## config.mk

```make
export PLATFORM = sky130hd
export DESIGN_NAME = uei_top
export DESIGN_NICKNAME = d
export VERILOG_FILES = /design/src/core/uei_top.v /design/src/core/uei_flags.v
export VERILOG_INCLUDE_DIRS = /design/src /design/src/core
export SDC_FILE = /design/constraint.sdc
export NUM_CORES = 1
export LEC_CHECK = 0
export ABC_AREA = 1
export BUFFER_PORTS_ARGS = -buffer_cell sky130_fd_sc_hd__buf_2
export CORE_UTILIZATION = 44
export CTS_BUF_LIST = sky130_fd_sc_hd__clkbuf_16
export DETAILED_ROUTE_END_ITERATION = 8
export GPL_ROUTABILITY_DRIVEN = 0
export GPL_TIMING_DRIVEN = 0
export PLACE_DENSITY = 0.91
export SLEW_MARGIN = 10
export SYNTH_ARGS = -nofsm -noshare
export SYNTH_HDL_FRONTEND = slang
export SYNTH_SLANG_ARGS = --single-unit
```

## constraint.sdc

```tcl
create_clock -name clk -period 1.7 [get_ports clk]
set_input_delay 0.085 -clock clk [delete_from_list [all_inputs] [get_ports clk]]
set_output_delay 0.085 -clock clk [all_outputs]
set_load 0.005 [all_outputs]
```

## src/core/uei_regs.vh

```
// Notes on behaviour
// - enabled flag drives top error interrupt
// - flags set regardless of their enable
// - enable bit 7: bit stuff error
// - enable bits 6-5 read zero, ignore writes
// - enable bit 4: turnaround time-out
// - enable bit 3: data field size error
// - enable bit 2: data crc failure
// - enable bit 1: token crc failure
// - enable bit 0: pid check failure
// - usb logic runs from 48 MHz
// - core may use another clock
// - top bit is OR of enabled flags
// - flag sets in its detection cycle
// - flag clears only by written zero
`ifndef UEI_REGS_VH
`define UEI_REGS_VH

// register byte offsets on the slave bus
`define UEI_ENABLE_OFFSET 8'h00
`define UEI_STATUS_OFFSET 8'h04
`define UEI_SUMMARY_OFFSET 8'h08

// field positions shared by enable and status
`define UEI_STUFF_BIT 7
`define UEI_TURNAROUND_BIT 4
`define UEI_FIELD_SIZE_BIT 3
`define UEI_DATA_CRC_BIT 2
`define UEI_TOKEN_CRC_BIT 1
`define UEI_PID_BIT 0

// summary register fields
`define UEI_SUM_INTERRUPT_BIT 0
`define UEI_SUM_ANY_FLAG_BIT 1

// bits 6-5 do not exist in either register
`define UEI_IMPL_MASK 8'h9f

// reset values
`define UEI_ENABLE_RESET 8'h00
`define UEI_STATUS_RESET 8'h00

// axi response codes
`define UEI_RESP_OKAY 2'b00
`define UEI_RESP_SLVERR 2'b10

// nominal usb logic clock, in hertz
`define UEI_USB_CLK_HZ 48000000

`endif

```

## src/core/uei_top.v

```verilog
// Decided for this implementation: register access over AXI4-Lite and the register offsets.
`timescale 1ns/1ps
`include "uei_regs.vh"

// usb error interrupt gating with an axi4-lite register slave
module uei_top (
    input wire clk,
    input wire rst_n,
    // error events from the serial interface engine, same clock
    input wire stuff_error_event,
    input wire turnaround_timeout_event,
    input wire field_size_error_event,
    input wire data_crc_fail_event,
    input wire token_crc_fail_event,
    input wire pid_check_fail_event,
    // gated summary toward the core interrupt logic
    output reg top_error_interrupt,
    // write address channel
    input wire [7:0] s_axi_awaddr,
    input wire [2:0] s_axi_awprot,
    input wire s_axi_awvalid,
    output wire s_axi_awready,
    // write data channel
    input wire [31:0] s_axi_wdata,
    input wire [3:0] s_axi_wstrb,
    input wire s_axi_wvalid,
    output wire s_axi_wready,
    // write response channel
    output reg [1:0] s_axi_bresp,
    output reg s_axi_bvalid,
    input wire s_axi_bready,
    // read address channel
    input wire [7:0] s_axi_araddr,
    input wire [2:0] s_axi_arprot,
    input wire s_axi_arvalid,
    output wire s_axi_arready,
    // read data channel
    output reg [31:0] s_axi_rdata,
    output reg [1:0] s_axi_rresp,
    output reg s_axi_rvalid,
    input wire s_axi_rready
);

    // implemented bit positions of both registers
    localparam [7:0] IMPL = `UEI_IMPL_MASK;

    // software enable register
    reg [7:0] usb_error_enable;
    // next enable value, seen by the interrupt path
    reg [7:0] next_enable;
    // sticky flags and their next value
    wire [7:0] usb_error_status;
    wire [7:0] next_status;
    // event vector in register bit order
    wire [7:0] set_vec;
    // software clear request, one bit per flag
    reg [7:0] clr_vec;
    // next interrupt level
    wire next_interrupt;
    // any flag pending, enabled or not
    wire any_flag;

    // captured write address and data
    reg aw_held;
    reg [7:0] aw_addr_q;
    reg w_held;
    reg [31:0] w_data_q;
    reg [3:0] w_strb_q;
    // both halves present and response slot free
    wire do_write;
    // write decode
    wire wr_enable;
    wire wr_status;
    wire wr_summary;
    wire wr_mapped;
    // low byte lane written
    wire wr_lane0;

    // read decode
    wire rd_take;
    reg [31:0] rd_value;
    reg rd_mapped;

    // --------------------------------------------------------------
    // event mapping
    // --------------------------------------------------------------

    // events land on their flag positions; 6-5 stay zero
    assign set_vec[`UEI_STUFF_BIT] = stuff_error_event;
    assign set_vec[6] = 1'b0;
    assign set_vec[5] = 1'b0;
    assign set_vec[`UEI_TURNAROUND_BIT] = turnaround_timeout_event;
    assign set_vec[`UEI_FIELD_SIZE_BIT] = field_size_error_event;
    assign set_vec[`UEI_DATA_CRC_BIT] = data_crc_fail_event;
    assign set_vec[`UEI_TOKEN_CRC_BIT] = token_crc_fail_event;
    assign set_vec[`UEI_PID_BIT] = pid_check_fail_event;

    // --------------------------------------------------------------
    // flag bank
    // --------------------------------------------------------------

    // flags ignore the enables entirely, so polling still works
    uei_flags u_flags (
        .clk(clk),
        .rst_n(rst_n),
        .set_vec(set_vec),
        .clr_vec(clr_vec),
        .next_flags(next_status),
        .flags(usb_error_status)
    );

    // --------------------------------------------------------------
    // write channel capture
    // --------------------------------------------------------------

    // accept each half while its holder is empty and no response waits
    assign s_axi_awready = ~aw_held & ~s_axi_bvalid;
    assign s_axi_wready = ~w_held & ~s_axi_bvalid;

    // commit once both halves are held
    assign do_write = aw_held & w_held & ~s_axi_bvalid;

    // decode on the word address; low two bits ignored
    assign wr_enable = aw_addr_q[7:2] == `UEI_ENABLE_OFFSET >> 2;
    assign wr_status = aw_addr_q[7:2] == `UEI_STATUS_OFFSET >> 2;
    assign wr_summary = aw_addr_q[7:2] == `UEI_SUMMARY_OFFSET >> 2;
    assign wr_mapped = wr_enable | wr_status | wr_summary;
    assign wr_lane0 = w_strb_q[0];

    // address holder, either order with data is fine
    always @(posedge clk or negedge rst_n) begin
        if (!rst_n) begin
            aw_held <= 1'b0;
            aw_addr_q <= 8'h00;
        end else if (s_axi_awvalid && s_axi_awready) begin
            aw_held <= 1'b1;
            aw_addr_q <= s_axi_awaddr;
        end else if (do_write) begin
            aw_held <= 1'b0;
        end
    end

    // data holder
    always @(posedge clk or negedge rst_n) begin
        if (!rst_n) begin
            w_held <= 1'b0;
            w_data_q <= 32'h00000000;
            w_strb_q <= 4'h0;
        end else if (s_axi_wvalid && s_axi_wready) begin
            w_held <= 1'b1;
            w_data_q <= s_axi_wdata;
            w_strb_q <= s_axi_wstrb;
        end else if (do_write) begin
            w_held <= 1'b0;
        end
    end

    // write response, held until the master takes it
    always @(posedge clk or negedge rst_n) begin
        if (!rst_n) begin
            s_axi_bvalid <= 1'b0;
            s_axi_bresp <= `UEI_RESP_OKAY;
        end else if (do_write) begin
            s_axi_bvalid <= 1'b1;
            // unmapped words answer slave error
            if (wr_mapped) begin
                s_axi_bresp <= `UEI_RESP_OKAY;
            end else begin
                s_axi_bresp <= `UEI_RESP_SLVERR;
            end
        end else if (s_axi_bready) begin
            s_axi_bvalid <= 1'b0;
        end
    end

    // --------------------------------------------------------------
    // register effects of a write
    // --------------------------------------------------------------

    // next enable; missing bits forced low so they read zero
    always @* begin
        next_enable = usb_error_enable;
        if (do_write && wr_enable && wr_lane0) begin
            next_enable = w_data_q[7:0] & IMPL;
        end
    end

    // zero written to a status bit clears it; one leaves it alone
    always @* begin
        clr_vec = 8'h00;
        if (do_write && wr_status && wr_lane0) begin
            clr_vec = ~w_data_q[7:0] & IMPL;
        end
    end

    // enable storage; each bit steers its own source
    // bit 7 stuff, 4 turnaround, 3 field size, 2 data crc,
    // 1 token crc, 0 pid check
    always @(posedge clk or negedge rst_n) begin
        if (!rst_n) begin
            usb_error_enable <= `UEI_ENABLE_RESET;
        end else begin
            usb_error_enable <= next_enable;
        end
    end

    // --------------------------------------------------------------
    // interrupt aggregation
    // --------------------------------------------------------------

    // built from next values, so a new flag or a new enable shows
    // at the very edge that stores it, with no extra cycle of lag
    assign next_interrupt = |(next_status & next_enable);
    assign any_flag = |usb_error_status;

    // registered level; a core on another clock can sample it with
    // its own synchroniser since it never glitches between edges
    always @(posedge clk or negedge rst_n) begin
        if (!rst_n) begin
            top_error_interrupt <= 1'b0;
        end else begin
            top_error_interrupt <= next_interrupt;
        end
    end

    // --------------------------------------------------------------
    // read channel
    // --------------------------------------------------------------

    // one read outstanding; address taken when no data waits
    assign s_axi_arready = ~s_axi_rvalid;
    assign rd_take = s_axi_arvalid & s_axi_arready;

    // read mux; unused upper bits read zero
    always @* begin
        rd_value = 32'h00000000;
        rd_mapped = 1'b1;
        case (s_axi_araddr[7:2])
            `UEI_ENABLE_OFFSET >> 2: begin
                rd_value[7:0] = usb_error_enable & IMPL;
            end
            `UEI_STATUS_OFFSET >> 2: begin
                rd_value[7:0] = usb_error_status & IMPL;
            end
            `UEI_SUMMARY_OFFSET >> 2: begin
                rd_value[`UEI_SUM_INTERRUPT_BIT] = top_error_interrupt;
                rd_value[`UEI_SUM_ANY_FLAG_BIT] = any_flag;
            end
            default: begin
                rd_mapped = 1'b0;
            end
        endcase
    end

    // read data register, held until the master takes it
    always @(posedge clk or negedge rst_n) begin
        if (!rst_n) begin
            s_axi_rvalid <= 1'b0;
            s_axi_rdata <= 32'h00000000;
            s_axi_rresp <= `UEI_RESP_OKAY;
        end else if (rd_take) begin
            s_axi_rvalid <= 1'b1;
            s_axi_rdata <= rd_value;
            // unmapped words give zero data and slave error
            if (rd_mapped) begin
                s_axi_rresp <= `UEI_RESP_OKAY;
            end else begin
                s_axi_rresp <= `UEI_RESP_SLVERR;
            end
        end else if (s_axi_rready) begin
            s_axi_rvalid <= 1'b0;
        end
    end

    // protection bits carry no meaning here; the whole map is open
    // to any master, which keeps the slave simple

endmodule

```

## src/core/uei_flags.v

```verilog
`timescale 1ns/1ps
`include "uei_regs.vh"

// sticky error flag bank, one flip-flop per implemented bit
module uei_flags (
    input wire clk,
    input wire rst_n,
    input wire [7:0] set_vec,
    input wire [7:0] clr_vec,
    output wire [7:0] next_flags,
    output reg [7:0] flags
);

    // which bit positions really hold storage
    localparam [7:0] IMPL = `UEI_IMPL_MASK;

    genvar i;

    generate
        for (i = 0; i < 8; i = i + 1) begin : g_flag
            if (IMPL[i]) begin : g_impl
                // set wins over a clear in the same cycle
                assign next_flags[i] = set_vec[i] |
                    (flags[i] & ~clr_vec[i]);

                // flag storage, set on the detection edge
                always @(posedge clk or negedge rst_n) begin
                    if (!rst_n) begin
                        flags[i] <= 1'b0;
                    end else begin
                        flags[i] <= next_flags[i];
                    end
                end
            end else begin : g_none
                // unimplemented position, constant zero
                assign next_flags[i] = 1'b0;

                always @(posedge clk or negedge rst_n) begin
                    if (!rst_n) begin
                        flags[i] <= 1'b0;
                    end else begin
                        flags[i] <= 1'b0;
                    end
                end
            end
        end
    endgenerate

endmodule

```

==> results.cfg <==
[clock_network]
clk_latency_ps = 280
cts_hold_buf = 2
cts_tree = built
cts_sinks = 38
clk_pin_slew_worst_paths_ps = 50
root_buffer = clkbuf_16
cts_resized = 0
post_cts_buffers = 0
clockBufferDepth = 2
cts_buffers = 5
htree_levels = 2

[routing]
routed_wl_mm = 3.517
dr.max_layer_used = met4
vias = 1513
dr.pass1.iters = 4
wl_met3_um = 268
wl_met1_mm = 1.412
drc = 0
drtAntennaViolNets = 0
first_iter_violations = 76
vias_per_cell = 4.424
wl_met2_mm = 1.786
wl_per_cell_um = 10.28

[grt]
grt_max_degree = 39
grt_pass1_vias = 1358
grtUsageTotal_pct = 17.32
overflow = 0
antenna_found_initial = 0
grt_pass1_wl_mm = 5.754

[synth]
syn_inst = 211
yosysSeqAreaShare_pct = 49.03
synth.top_cell.area_share_pct = 49.03
yosys.area.top_type = dfrtp_1
postSynthAreaPerCell_um2 = 9.191
async_flop_share_pct = 100.0
synth_area_leaders = dfrtp_1, buf_4, nand2_1, mux2_2, inv_1
yosysWarnings = 0
synth_ff_type = dfrtp_1
post_synth_num_cell_types = 25
netlist_area_um2 = 1939
ys_seq_elements = 38
synth_edf_count = 0
synth_commonest_cells = nand2_1, dfrtp_1, buf_4
yosysMostFrequentCell = nand2_1

[sta]
final.setup.tns_ps = 0
rsz0062_at_grt = no
finalClockSkew_ps = 3.297
fin_ws_ps = 249.4
fin_hold_ws_ps = 17.74
slew_headroom_pct = 45.81
hold_viol = 0
tightest_slew_ps = 812.9
fmax_mhz = 689.4
finalSetupViolCount = 0
period_share_pct = 85.33
layout_min_cycle_time_ps = 1451
drv_slew = 0

[finish]
areaGrowthSynthToFinish_pct = 27.94
final_area_um2 = 2481
drive_above_1_share_pct = 36.99
n_antenna_cell = 0
finalNetCount = 363
utilization_pct = 60.29
layout.cells.non_filler = 342

[placement]
dpl-instance-area_um2 = 2328
hpwlAfterDp_mm = 2.743
dp.cells = 333
port_buffers = 45
pre_cts_ws_ps = 262.0

[die]
die_x_um = 68.39
rows = 23
dieHeight_um = 68.39
io_pins = 113
coreArea_um2 = 4115
initial_core_util_pct = 47.13
dieArea_um2 = 4677

[critical_path]
cp.required_ps = 1870
endpoint_kind = flip-flop
cpMaxStageDelayCell = dfrtp_1
path_cells = inv_2 -> nand3_4 -> nor2_8 -> nand2_2 -> o21ai_1 -> nand2_1 -> nand2_1 -> nand2_1 -> clkinv_1 -> nand2_1
cp_data_arrival_time_ps = 1620
max_stage_delay_ps = 420
cp_max_fo = 9
cp-start-kind = flip-flop
worstSetupPathType = flip-flop to flip-flop
worst_path_most_repeated_cell = nand2_1

[hold_path]
hold_class = input pin to flip-flop

[status]
outcome = finished clean

[job]
maxCapViolCount = 0

[power_and_ir_drop]
ir_drop_mv = 0.9355
power_leakage_nw = 1.383
powerDensity_nw_per_um2 = 1205
power_mw = 2.989
-- kinds of logic after synthesis --
group                  Yosys count  synth area share [%]
flip-flops                      38                 49.03
AND/OR/NAND/NOR                 88                 23.10
buffers and inverters           49                 14.97
other                            1                0.1934
AO/OA/AOI/OAI                   28                 8.645
multiplexers                     7                 4.065
-- layer usage --
layer	global-route usage, %	up-vias
met2	30.76	64
met5	0	-
met1	18.34	663
met4	6.250	0
met3	6.833	4
li1	-	782
-- power breakdown --
part | internal, mW | leakage, nW | switching, mW | total, mW
clock | 0.523 | 0.0723 | 0.327 | 0.850
combinational | 0.360 | 0.859 | 0.449 | 0.810
sequential | 1.15 | 0.451 | 0.178 | 1.33
total | 2.04 | 1.38 | 0.954 | 2.99
-- path summary, 6_finish.rpt --
check / start / endpoint / slack, ps / cells past startpoint
setup / recovery: s_axi_bvalid$_DFFE_PN0P_ / top_error_interrupt$_DFF_PN0_ / 250 / 10
hold / removal: stuff_error_event / u_flags.flags[7]$_DFF_PN0_ / 20 / 3
setup reg to reg: s_axi_bvalid$_DFFE_PN0P_ / top_error_interrupt$_DFF_PN0_ / 250 / 10
hold reg to reg: s_axi_rdata[1]$_DFFE_PN0P_ / s_axi_rdata[1]$_DFFE_PN0P_ / 480 / 2
max in group asynchronous: rst_n / w_data_q[3]$_DFFE_PN0P_ / 750 / 2
min in group asynchronous: rst_n / w_strb_q[0]$_DFFE_PN0P_ / 430 / 2
-- layout make-up --
cell class	count	area [µm²]
buffer	30	219.0
clock buffer	5	125.1
clock inverter	2	7.507
fill	402	1634
inverter	19	71.32
multi-input combinational	151	799.5
sequential	38	950.9
tap	50	62.56
timing repair buffer	47	245.2
-- cell usage in the layout, fill, tap and decap left out, types with 4 or more instances in the layout --
cell,Yosys,final
nand2_1,48,48
buf_2,1,46
dfrtp_1,38,38
buf_4,28,28
conb_1,1,28
inv_1,16,18
nor2_1,14,14
nand3_1,9,9
nand2_2,8,8
a21oi_1,8,8
mux2_2,7,7
o21ai_0,6,6
o21ai_1,5,5
a22oi_1,5,5
clkbuf_16,0,5
o21ai_2,4,4
-- critical path: cells and delay by family (launching register included) --
family | cells | cell delay [ps]
flip-flops | 1 | 420
AO/OA/AOI/OAI | 1 | 120
AND/OR/NAND/NOR | 7 | 660
buffers and inverters | 2 | 140
-- sequential cells by signal, indices dropped and copies added (netlist names) --
signal               cells
usb_error_enable         6
s_axi_rvalid             1
w_held                   1
s_axi_bvalid             1
w_strb_q                 1
aw_held                  1
top_error_interrupt      1
s_axi_rdata              6
s_axi_rresp              1
s_axi_bresp              1
u_flags.flags            6
aw_addr_q                6
w_data_q                 6
(Power assumes the default switching activity.)
